File: config.mk
export PLATFORM = sky130hd
export DESIGN_NAME = sfc_flash_ctrl
export DESIGN_NICKNAME = d
export VERILOG_FILES = /design/src/hdl/sfc_pkg.sv /design/src/hdl/sfc_stream_if.sv /design/src/hdl/sfc_flash_ctrl.sv /design/src/hdl/sfc_sync.sv /design/src/hdl/sfc_fifo.sv
export SDC_FILE = /design/constraint.sdc
export NUM_CORES = 1
export LEC_CHECK = 0
export BUFFER_PORTS_ARGS = -buffer_cell sky130_fd_sc_hd__buf_2
export CORE_MARGIN = 4
export CORE_UTILIZATION = 65
export DETAILED_ROUTE_END_ITERATION = 10
export PLACE_DENSITY = 0.94
export RECOVER_POWER = 25
export SLEW_MARGIN = 20
export SYNTH_ARGS = -nofsm -noshare
export SYNTH_HDL_FRONTEND = slang
export SYNTH_HIERARCHICAL = 1
export SYNTH_SLANG_ARGS = --single-unit
File: constraint.sdc
create_clock -name mclk -period 9.2 [get_ports mclk]
set_clock_uncertainty 0.2 [all_clocks]
set_input_delay 0.92 -clock mclk [delete_from_list [all_inputs] [get_ports mclk]]
set_output_delay 0.92 -clock mclk [all_outputs]
set_load 0.02 [all_outputs]
File: src/hdl/sfc_pkg.sv
// constants, command classes and decode helpers for the serial flash control
package sfc_pkg;

    typedef enum logic [3:0] {
        CL_NONE, CL_ARR_RD, CL_BUF_RD, CL_BUF_WR, CL_STAT, CL_ID,
        CL_PROG, CL_XFER, CL_ERASE, CL_PEN, CL_PDIS, CL_SPR
    } sfc_cls_t;

    localparam logic [2:0] HDR_BYTES   = 3'd4;
    localparam logic [7:0] SECT_RST    = 8'h00;
    localparam logic       MODE_RST    = 1'b1;
    localparam int         ST_RDY_BIT  = 7;
    localparam int         ST_PROT_BIT = 6;
    localparam int         FIFO_DEPTH  = 32;
    localparam int         FIFO_W      = 9;
    // arbitrary value
    localparam logic [7:0] ID_CODE     = 8'h5A;
    localparam logic [7:0] OP_PEN      = 8'hA1;
    localparam logic [7:0] OP_PDIS     = 8'hA2;
    localparam logic [7:0] OP_SPR      = 8'hA3;

    function automatic sfc_cls_t sfc_op_class(input logic [7:0] op);
        case (op)
            8'hD2, 8'h52, 8'hE8, 8'h68:                      return CL_ARR_RD;
            8'hD4, 8'h54, 8'hD6, 8'h56:                      return CL_BUF_RD;
            8'h84, 8'h87:                                    return CL_BUF_WR;
            8'hD7, 8'h57:                                    return CL_STAT;
            8'h9F:                                           return CL_ID;
            8'h83, 8'h86, 8'h88, 8'h89, 8'h82, 8'h85, 8'h58, 8'h59: return CL_PROG;
            8'h53, 8'h55, 8'h60, 8'h61:                      return CL_XFER;
            8'h81, 8'h50:                                    return CL_ERASE;
            OP_PEN:                                          return CL_PEN;
            OP_PDIS:                                         return CL_PDIS;
            OP_SPR:                                          return CL_SPR;
            default:                                         return CL_NONE;
        endcase
    endfunction : sfc_op_class

    function automatic logic sfc_op_buf2(input logic [7:0] op);
        return op inside {8'h87, 8'h86, 8'h89, 8'h85, 8'h59, 8'h55, 8'h61, 8'hD6, 8'h56};
    endfunction : sfc_op_buf2

endpackage : sfc_pkg

File: src/hdl/sfc_stream_if.sv
// valid/ready byte stream between the serial front end and the fifo
`timescale 1ns/1ps
interface sfc_stream_if #(parameter int W = 9);
    logic [W-1:0] data;
    logic         valid;
    logic         ready;
    modport src (output data, output valid, input ready);
    modport snk (input data, input valid, output ready);
endinterface : sfc_stream_if

File: src/hdl/sfc_flash_ctrl.sv
// serial flash operation control: framing, command groups, protection, busy
`timescale 1ns/1ps
module sfc_flash_ctrl #(
    parameter int FIFO_DEPTH = sfc_pkg::FIFO_DEPTH
) (
    input  wire logic        mclk,
    input  wire logic        rst_n,
    input  wire logic        ce,
    input  wire logic        sck,
    input  wire logic        cs_n,
    input  wire logic        si,
    input  wire logic        wp_n,
    input  wire logic        hw_reset_n,
    input  wire logic        op_done,
    input  wire logic [7:0]  rd_data,
    input  wire logic        buf_wr_ready,
    output logic             so_o,
    output logic             so_oe,
    output logic             rdy_busy_o,
    output logic             rdy_busy_oe,
    output logic             busy,
    output logic             op_launch,
    output logic [7:0]       launch_op,
    output logic [23:0]      launch_addr,
    output logic             rd_req,
    output logic [1:0]       rd_sel,
    output logic [7:0]       buf_wr_data,
    output logic             buf_wr_buf2,
    output logic             buf_wr_valid,
    output logic             overrun,
    output logic             cmd_reject,
    output logic             prot_active,
    output logic [7:0]       prot_sectors,
    output logic             mode3
);
    localparam logic [2:0] HDR = sfc_pkg::HDR_BYTES;

    if (FIFO_DEPTH < 2) begin : g_chk
        $error("fifo depth too small");
    end

    // pin synchronisers
    logic [4:0] pin_s;
    sfc_sync #(.W(5), .INIT(5'h1B)) u_sync (
        .mclk  (mclk),
        .rst_n (rst_n),
        .ce    (ce),
        .d     ({hw_reset_n, wp_n, si, cs_n, sck}),
        .q     (pin_s)
    );

    wire sck_s  = pin_s[0];
    wire cs_s   = pin_s[1];
    wire si_s   = pin_s[2];
    wire wp_s   = pin_s[3];
    wire rpin_s = pin_s[4];
    wire ires   = !rst_n || !rpin_s;

    logic        sck_reg;
    logic        cs_reg;
    logic        sel_reg;
    logic [2:0]  bit_reg;
    logic [7:0]  sh_reg;
    logic [2:0]  byte_reg;
    logic [7:0]  op_reg;
    logic [23:0] addr_reg;
    logic        acc_reg;
    logic [7:0]  out_reg;
    logic [2:0]  obit_reg;
    logic        rd_act_reg;
    logic        ld_reg;
    logic        sw_prot_reg;
    logic        bbuf_reg;
    logic        bbuf2_reg;
    logic        wv_reg;
    logic [8:0]  wd_reg;

    // edge detection on the synchronised pins
    wire sck_rise = sck_s && !sck_reg;
    wire sck_fall = !sck_s && sck_reg;
    wire cs_fall  = cs_reg && !cs_s;
    wire cs_rise  = !cs_reg && cs_s;

    // byte assembly
    wire [7:0] byte_in   = {sh_reg[6:0], si_s};
    wire       byte_done = sel_reg && sck_rise && bit_reg == 3'd7;
    wire       op_take   = byte_done && byte_reg == 3'd0;
    wire       hdr_done  = byte_done && byte_reg == HDR - 3'd1;
    wire       pay       = byte_done && byte_reg == HDR;
    wire [2:0] byte_next = (byte_reg == HDR) ? HDR : byte_reg + 3'd1;

    // command decode
    sfc_pkg::sfc_cls_t cls;
    sfc_pkg::sfc_cls_t ncls;
    assign cls  = sfc_pkg::sfc_op_class(op_reg);
    assign ncls = sfc_pkg::sfc_op_class(byte_in);

    wire cur_b2   = sfc_pkg::sfc_op_buf2(op_reg);
    wire new_b2   = sfc_pkg::sfc_op_buf2(byte_in);
    wire new_arr  = ncls inside {sfc_pkg::CL_ARR_RD, sfc_pkg::CL_PROG,
                                 sfc_pkg::CL_XFER, sfc_pkg::CL_ERASE, sfc_pkg::CL_SPR};
    wire new_buf  = ncls inside {sfc_pkg::CL_BUF_RD, sfc_pkg::CL_BUF_WR};
    wire buf_hit  = bbuf_reg && new_b2 == bbuf2_reg;
    wire arr_ref  = busy && new_arr;
    wire buf_ref  = busy && new_buf && buf_hit;
    wire new_ok   = !arr_ref && !buf_ref && ncls != sfc_pkg::CL_NONE;

    wire cur_mem  = cls inside {sfc_pkg::CL_ARR_RD, sfc_pkg::CL_BUF_RD};
    wire cur_loc  = cls inside {sfc_pkg::CL_STAT, sfc_pkg::CL_ID};
    wire self_tm  = cls inside {sfc_pkg::CL_PROG, sfc_pkg::CL_XFER, sfc_pkg::CL_ERASE};

    // read data path
    wire out_next = sel_reg && rd_act_reg && sck_fall && obit_reg == 3'd7;
    wire first_m  = hdr_done && acc_reg && cur_mem;
    wire first_l  = op_take && new_ok && ncls inside {sfc_pkg::CL_STAT, sfc_pkg::CL_ID};
    wire fetch    = first_m || (out_next && cur_mem);
    wire [7:0] st_byte = 8'(({7'h00, !busy} << sfc_pkg::ST_RDY_BIT)
                          | ({7'h00, prot_active} << sfc_pkg::ST_PROT_BIT));
    wire [7:0] loc_byte = (cls == sfc_pkg::CL_ID) ? sfc_pkg::ID_CODE : st_byte;

    // buffer write, launch and protection command terms
    wire wr_take = pay && acc_reg && cls == sfc_pkg::CL_BUF_WR;
    wire spr_tk  = pay && acc_reg && cls == sfc_pkg::CL_SPR;
    wire go      = cs_rise && sel_reg && acc_reg && self_tm && byte_reg == HDR && !busy;
    wire pen_tk  = cs_rise && sel_reg && acc_reg && cls == sfc_pkg::CL_PEN;
    wire pdis_tk = cs_rise && sel_reg && acc_reg && cls == sfc_pkg::CL_PDIS;

    sfc_stream_if #(.W(sfc_pkg::FIFO_W)) wr_s ();
    assign wr_s.valid = wv_reg;
    assign wr_s.data  = wd_reg;

    sfc_fifo #(.W(sfc_pkg::FIFO_W), .DEPTH(FIFO_DEPTH)) u_fifo (
        .mclk      (mclk),
        .rst_n     (!ires),
        .ce        (ce),
        .in_s      (wr_s),
        .out_data  ({buf_wr_buf2, buf_wr_data}),
        .out_valid (buf_wr_valid),
        .out_ready (buf_wr_ready)
    );

    // frame and shift state
    always_ff @(posedge mclk) begin
        if (ce) begin
            if (ires) begin
                sck_reg  <= 1'b1;
                cs_reg   <= 1'b1;
                sel_reg  <= 1'b0;
                bit_reg  <= 3'd0;
                sh_reg   <= 8'h00;
                byte_reg <= 3'd0;
                op_reg   <= 8'h00;
                addr_reg <= 24'h000000;
                acc_reg  <= 1'b0;
                mode3    <= sfc_pkg::MODE_RST;
            end else begin
                sck_reg <= sck_s;
                cs_reg  <= cs_s;
                if (cs_fall) begin
                    sel_reg  <= 1'b1;
                    bit_reg  <= 3'd0;
                    byte_reg <= 3'd0;
                    acc_reg  <= 1'b0;
                    mode3    <= sck_s;
                end else if (cs_rise) begin
                    sel_reg <= 1'b0;
                end else if (sel_reg && sck_rise) begin
                    sh_reg  <= byte_in;
                    bit_reg <= bit_reg + 3'd1;
                end
                if (byte_done) begin
                    byte_reg <= byte_next;
                end
                if (op_take) begin
                    op_reg  <= byte_in;
                    acc_reg <= new_ok;
                end
                if (byte_done && byte_reg != 3'd0 && byte_reg != HDR) begin
                    addr_reg <= {addr_reg[15:0], byte_in};
                end
            end
        end
    end

    // serial output
    always_ff @(posedge mclk) begin
        if (ce) begin
            if (ires) begin
                so_o       <= 1'b0;
                so_oe      <= 1'b0;
                out_reg    <= 8'h00;
                obit_reg   <= 3'd0;
                rd_act_reg <= 1'b0;
                ld_reg     <= 1'b0;
                rd_req     <= 1'b0;
                rd_sel     <= 2'b00;
            end else begin
                rd_req <= fetch && sel_reg;
                ld_reg <= (fetch || first_l || (out_next && cur_loc)) && sel_reg;
                if (fetch) begin
                    rd_sel <= {cls == sfc_pkg::CL_BUF_RD && cur_b2,
                               cls == sfc_pkg::CL_BUF_RD && !cur_b2};
                end
                if (!sel_reg || cs_rise) begin
                    so_oe      <= 1'b0;
                    rd_act_reg <= 1'b0;
                    obit_reg   <= 3'd0;
                end else if (ld_reg) begin
                    out_reg    <= cur_mem ? rd_data : loc_byte;
                    rd_act_reg <= 1'b1;
                end else if (rd_act_reg && sck_fall) begin
                    so_o     <= out_reg[7];
                    so_oe    <= 1'b1;
                    out_reg  <= {out_reg[6:0], 1'b0};
                    obit_reg <= obit_reg + 3'd1;
                end
            end
        end
    end

    // busy, launch, protection and buffer writes
    always_ff @(posedge mclk) begin
        if (ce) begin
            if (ires) begin
                busy        <= 1'b0;
                rdy_busy_o  <= 1'b0;
                rdy_busy_oe <= 1'b0;
                op_launch   <= 1'b0;
                launch_op   <= 8'h00;
                launch_addr <= 24'h000000;
                bbuf_reg    <= 1'b0;
                bbuf2_reg   <= 1'b0;
                sw_prot_reg <= 1'b0;
                prot_active <= 1'b0;
                cmd_reject  <= 1'b0;
                wv_reg      <= 1'b0;
                wd_reg      <= 9'h000;
                overrun     <= 1'b0;
            end else begin
                op_launch  <= go;
                cmd_reject <= op_take && !new_ok;
                wv_reg     <= wr_take && wr_s.ready;
                overrun    <= wr_take && !wr_s.ready;
                if (wr_take) begin
                    wd_reg <= {cur_b2, byte_in};
                end
                if (go) begin
                    busy        <= 1'b1;
                    rdy_busy_oe <= 1'b1;
                    launch_op   <= op_reg;
                    launch_addr <= addr_reg;
                    bbuf_reg    <= cls != sfc_pkg::CL_ERASE;
                    bbuf2_reg   <= cur_b2;
                end else if (op_done) begin
                    busy        <= 1'b0;
                    rdy_busy_oe <= 1'b0;
                    bbuf_reg    <= 1'b0;
                end
                if (pen_tk) begin
                    sw_prot_reg <= 1'b1;
                end else if (pdis_tk && wp_s) begin
                    sw_prot_reg <= 1'b0;
                end
                prot_active <= sw_prot_reg || !wp_s;
            end
        end
    end

    // sector protection register survives the reset pin
    always_ff @(posedge mclk) begin
        if (ce) begin
            if (!rst_n) begin
                prot_sectors <= sfc_pkg::SECT_RST;
            end else if (spr_tk) begin
                prot_sectors <= byte_in;
            end
        end
    end

    property p_launch_busy;
        @(posedge mclk) disable iff (!rst_n)
        op_launch |-> busy && rdy_busy_oe && !$past(busy);
    endproperty
    a_launch_busy: assert property (p_launch_busy) else $error("launch without busy");

    property p_done_release;
        @(posedge mclk) disable iff (ires)
        ce && op_done && !go |=> !busy && !rdy_busy_oe;
    endproperty
    a_done_release: assert property (p_done_release) else $error("busy stuck");

    property p_hiz;
        @(posedge mclk) disable iff (!rst_n)
        !sel_reg |-> !so_oe;
    endproperty
    a_hiz: assert property (p_hiz) else $error("output driven unselected");

    property p_mode;
        @(posedge mclk) disable iff (ires)
        ce && cs_fall |=> mode3 == $past(sck_s);
    endproperty
    a_mode: assert property (p_mode) else $error("clock mode wrong");

    property p_pin_prot;
        @(posedge mclk) disable iff (ires)
        ce && !wp_s |=> prot_active;
    endproperty
    a_pin_prot: assert property (p_pin_prot) else $error("pin did not protect");

    property p_dis_ignored;
        @(posedge mclk) disable iff (ires)
        ce && pdis_tk && !wp_s && sw_prot_reg |=> sw_prot_reg ##1 prot_active;
    endproperty
    a_dis_ignored: assert property (p_dis_ignored) else $error("disable not ignored");

    property p_arr_refuse;
        @(posedge mclk) disable iff (ires)
        ce && op_take && busy && ncls == sfc_pkg::CL_ARR_RD |=> cmd_reject && !acc_reg;
    endproperty
    a_arr_refuse: assert property (p_arr_refuse) else $error("array read while busy");

    property p_buf_free;
        @(posedge mclk) disable iff (ires)
        ce && op_take && new_buf && !buf_hit && ncls != sfc_pkg::CL_NONE |=> acc_reg;
    endproperty
    a_buf_free: assert property (p_buf_free) else $error("free buffer refused");

    property p_reset;
        @(posedge mclk) disable iff (!rst_n)
        ce && !rpin_s |=> mode3 && !busy && !so_oe && !sel_reg;
    endproperty
    a_reset: assert property (p_reset) else $error("reset did not idle");
endmodule : sfc_flash_ctrl

File: src/hdl/sfc_sync.sv
// two-flop synchroniser for pin inputs
`timescale 1ns/1ps
module sfc_sync #(
    parameter int           W    = 1,
    parameter logic [W-1:0] INIT = '0
) (
    input  wire logic         mclk,
    input  wire logic         rst_n,
    input  wire logic         ce,
    input  wire logic [W-1:0] d,
    output logic      [W-1:0] q
);
    logic [W-1:0] meta_reg;

    always_ff @(posedge mclk) begin
        if (ce) begin
            if (!rst_n) begin
                meta_reg <= INIT;
                q        <= INIT;
            end else begin
                meta_reg <= d;
                q        <= meta_reg;
            end
        end
    end
endmodule : sfc_sync

File: src/hdl/sfc_fifo.sv
// buffer-write byte fifo with registered read data
`timescale 1ns/1ps
module sfc_fifo #(
    parameter int W     = 9,
    parameter int DEPTH = 32
) (
    input  wire logic         mclk,
    input  wire logic         rst_n,
    input  wire logic         ce,
    sfc_stream_if.snk         in_s,
    output logic      [W-1:0] out_data,
    output logic              out_valid,
    input  wire logic         out_ready
);
    localparam int AW = $clog2(DEPTH);

    if (DEPTH < 2 || (1 << AW) != DEPTH) begin : g_chk
        $error("fifo depth must be a power of two, at least 2");
    end

    logic [W-1:0] mem [DEPTH];
    logic [AW:0]  wp_reg;
    logic [AW:0]  rp_reg;

    wire [AW:0] fill  = wp_reg - rp_reg;
    wire        full  = fill == (AW+1)'(DEPTH);
    wire        empty = wp_reg == rp_reg;
    wire        push  = in_s.valid && !full;
    wire        pop   = !empty && (!out_valid || out_ready);

    assign in_s.ready = !full;

    always_ff @(posedge mclk) begin
        if (ce && push) begin
            mem[wp_reg[AW-1:0]] <= in_s.data;
        end
    end

    always_ff @(posedge mclk) begin
        if (ce) begin
            if (!rst_n) begin
                wp_reg    <= '0;
                rp_reg    <= '0;
                out_data  <= '0;
                out_valid <= 1'b0;
            end else begin
                if (push) begin
                    wp_reg <= wp_reg + 1'b1;
                end
                if (pop) begin
                    out_data  <= mem[rp_reg[AW-1:0]];
                    rp_reg    <= rp_reg + 1'b1;
                    out_valid <= 1'b1;
                end else if (out_ready) begin
                    out_valid <= 1'b0;
                end
            end
        end
    end
endmodule : sfc_fifo

==> flow_summary.toml <==
[synthesis]
synth_cell_type_count = 73
synth_edf_count = 446
synthXorXnorAreaFrac = 0.00705
async_reset_ff_frac = 0
synthSimpleGateAreaFrac = 0.0784
synth_top_family_by_area = "multiplexers"
synth_adder_area_share = 0.0120
syn_area_mm2 = 0.0186
ys_ff_latch = 446
yosys_warnings = 6
ys.flop_type = "edfxtp_1"
synth_nets = 1102
synth_compound_area_frac = 0.0681
syn_inst = 1067
synth-seq-area-share = 0.719
avgSynthCellArea_um2 = 17.5
muxShareOfSynthArea = 0.0901

[route]
num_vias = 10600
drtAntennaViolNets = 0
wirelength_um = 41800
wire_per_inst_um = 26.6
viasPerCell = 6.78
route.detailed.drc = 0
dr.pass1.iters = 6
first_iter_violations = 1766

[worst_hold_path]
hold_path_depth = 1
min_path_type = "flip-flop to flip-flop"

[worst_setup_path]
cp_max_fo = 11
reg2regPathDepth = 6
critPathKind = "flip-flop to flip-flop"
required_ps = 9230
critPathCaptureType = "flip-flop"
worstPathArrival_ps = 3730
startpoint_type = "flip-flop"

[place]
gp_congestion = 0.937
post-place-ws_ps = 5150
placed_cells = 1487
dpl.hpwl_um = 24900
place_area_mm2 = 0.0194
portBuffers = 79

[layout]
largest_reg_flops = 288
diodes = 0
design_area_mm2 = 0.0208
layout.nets = 1196
area_delta_synth_final_pct = 11.8
drive_gt1_frac = 0.224
fin_cells = 1569
final_util = 0.744

[timing]
worst_pin_slew_ps = 1200
tns_ps = 0
maxSlewViolCount = 0
max-slew-margin-rel = 0.200
layout_min_cycle_time_ps = 3700
rsz0062_at_grt = "no"
finalSetupViolCount = 0
fmax_mhz = 270
fin_hold_ws_ps = 318
fin_ws_ps = 5500
hold_viol_final = 0
finalCritPeriodShare = 0.402

[global_route]
grt_busiest_layer = "met2"
antenna_found_initial = 0
grt_max_degree = 57
gr-total-overflow = 0
met3_usage = 0.0426
gr-usage-met2 = 0.447
grt_pass1_wl_um = 64000
use_met1 = 0.368
grt_pass1_vias = 10600
track_usage = 0.268

[clocking]
cts-resized-gates = 0
clk_pin_slew_ps = 70
h-tree-depth = 2
post_cts_buffers = 0
cts_root_buffer = "clkbuf_16"
clockBufferDepth = 3
ctsHoldBuffers = 0
cts_buffers = 41
clock_sink_count = 446
insertion_delay_ps = 540
cts_tree = "yes"

[power]
p_sw_uw = 966
p_int_mw = 3.38
p_sw_frac = 0.222
clkPwrFrac = 0.390
pwr-share-comb = 0.072
finalPower_mw = 4.34
leakage_nw = 7.07
ir_worst_vdd_mv = 0.161
p_seq_frac = 0.538
power_density_mw_per_mm2 = 208

[floorplanning]
fp.coreArea_mm2 = 0.0280
rows = 61
dieArea_mm2 = 0.0314
start_util = 0.665
die_w_um = 177
num_io_pins = 81
die_h_um = 177

[flow_run]
cap_violations = 0

[outcome]
outcome = "finished, final reports clean"
[final cells by class]
cell class / instances / area [µm²]
repair buffers: 118 / 689
well taps: 378 / 473
multi-input cells: 529 / 4860
inverters: 25 / 93.8
fillers: 1504 / 7170
flip-flops and latches: 446 / 13400
clock buffers: 53 / 1110
clock inverters: 20 / 219
[power by group through the flow]
stage | Combinational, mW | Sequential (mW) | Clock [mW]
finish | 0.312 | 2.34 | 1.69
global route | 0.331 | 2.34 | 1.81
global placement | 0.271 | 2.38 | 0
floorplan | 0.202 | 2.38 | 0
CTS | 0.292 | 2.35 | 1.71
detailed placement | 0.286 | 2.39 | 0
[synthesized netlist by cell type, drive strengths merged (9+ instances only)]
cell / n / area (µm²)
nand2b: 16 / 100
o22ai: 10 / 62.6
a21oi: 14 / 70.1
nand2: 37 / 139
and3: 49 / 307
mux4: 72 / 1650
xnor2: 9 / 78.8
edfxtp: 446 / 13400
a211oi: 35 / 268
ha: 17 / 213
and2: 19 / 119
a22o: 18 / 158
o21a: 12 / 90.1
nor2: 42 / 160
inv: 24 / 90.1
clkbuf: 38 / 143
nand3: 20 / 100
a221oi: 19 / 198
nor2b: 14 / 87.6
o21ai: 16 / 80.1
buf: 29 / 235
[layer usage]
layer | vias to the layer above | share of wire
li1 | 4512 | -
met1 | 5269 | 0.36
met2 | 748 | 0.51
met3 | 116 | 0.091
met4 | 0 | 0.043
met5 | - | 0
[worst max-delay path: stages, from the launching register on]
cell and delay, ps:
edfxtp_1 530, nor4b_1 850, a21oi_1 250, o21ai_0 540, nor3_1 230, or3_1 530
o21ai_1 260
[final timing paths]
check / start / end / slack, ps
worst min-delay path: u_sync/meta_reg[4] / u_sync/q[4] / 320
worst min register to register: u_sync/meta_reg[4] / u_sync/q[4] / 320
worst max-delay path: op_reg[4] / rd_sel[1] / 5500
worst max register to register: op_reg[4] / rd_sel[1] / 5500
[logic make-up after synthesis]
group,count (synthesis)
and+or+nand+nor,254
AOI/OAI and AO/OA,166
DFF,446
adders and majority gates,18
buffers and inverters,92
xor gates and xnor gates,15
other,1
muxes,75
[layout by cell type (no fill, tap or decap), types with 18 or more instances in the layout]
| cell | Yosys | layout |
|---|---|---|
| nor2_1 | 41 | 38 |
| clkbuf_16 | 0 | 43 |
| nand2_1 | 37 | 37 |
| a211oi_1 | 34 | 24 |
| inv_1 | 24 | 24 |
| a22o_1 | 18 | 18 |
| nand3_1 | 20 | 20 |
| edfxtp_1 | 446 | 446 |
| mux4_2 | 65 | 65 |
| and3_1 | 49 | 49 |
| and2_1 | 19 | 19 |
| buf_2 | 14 | 79 |
| buf_4 | 6 | 30 |
(Power assumes the default switching activity.)
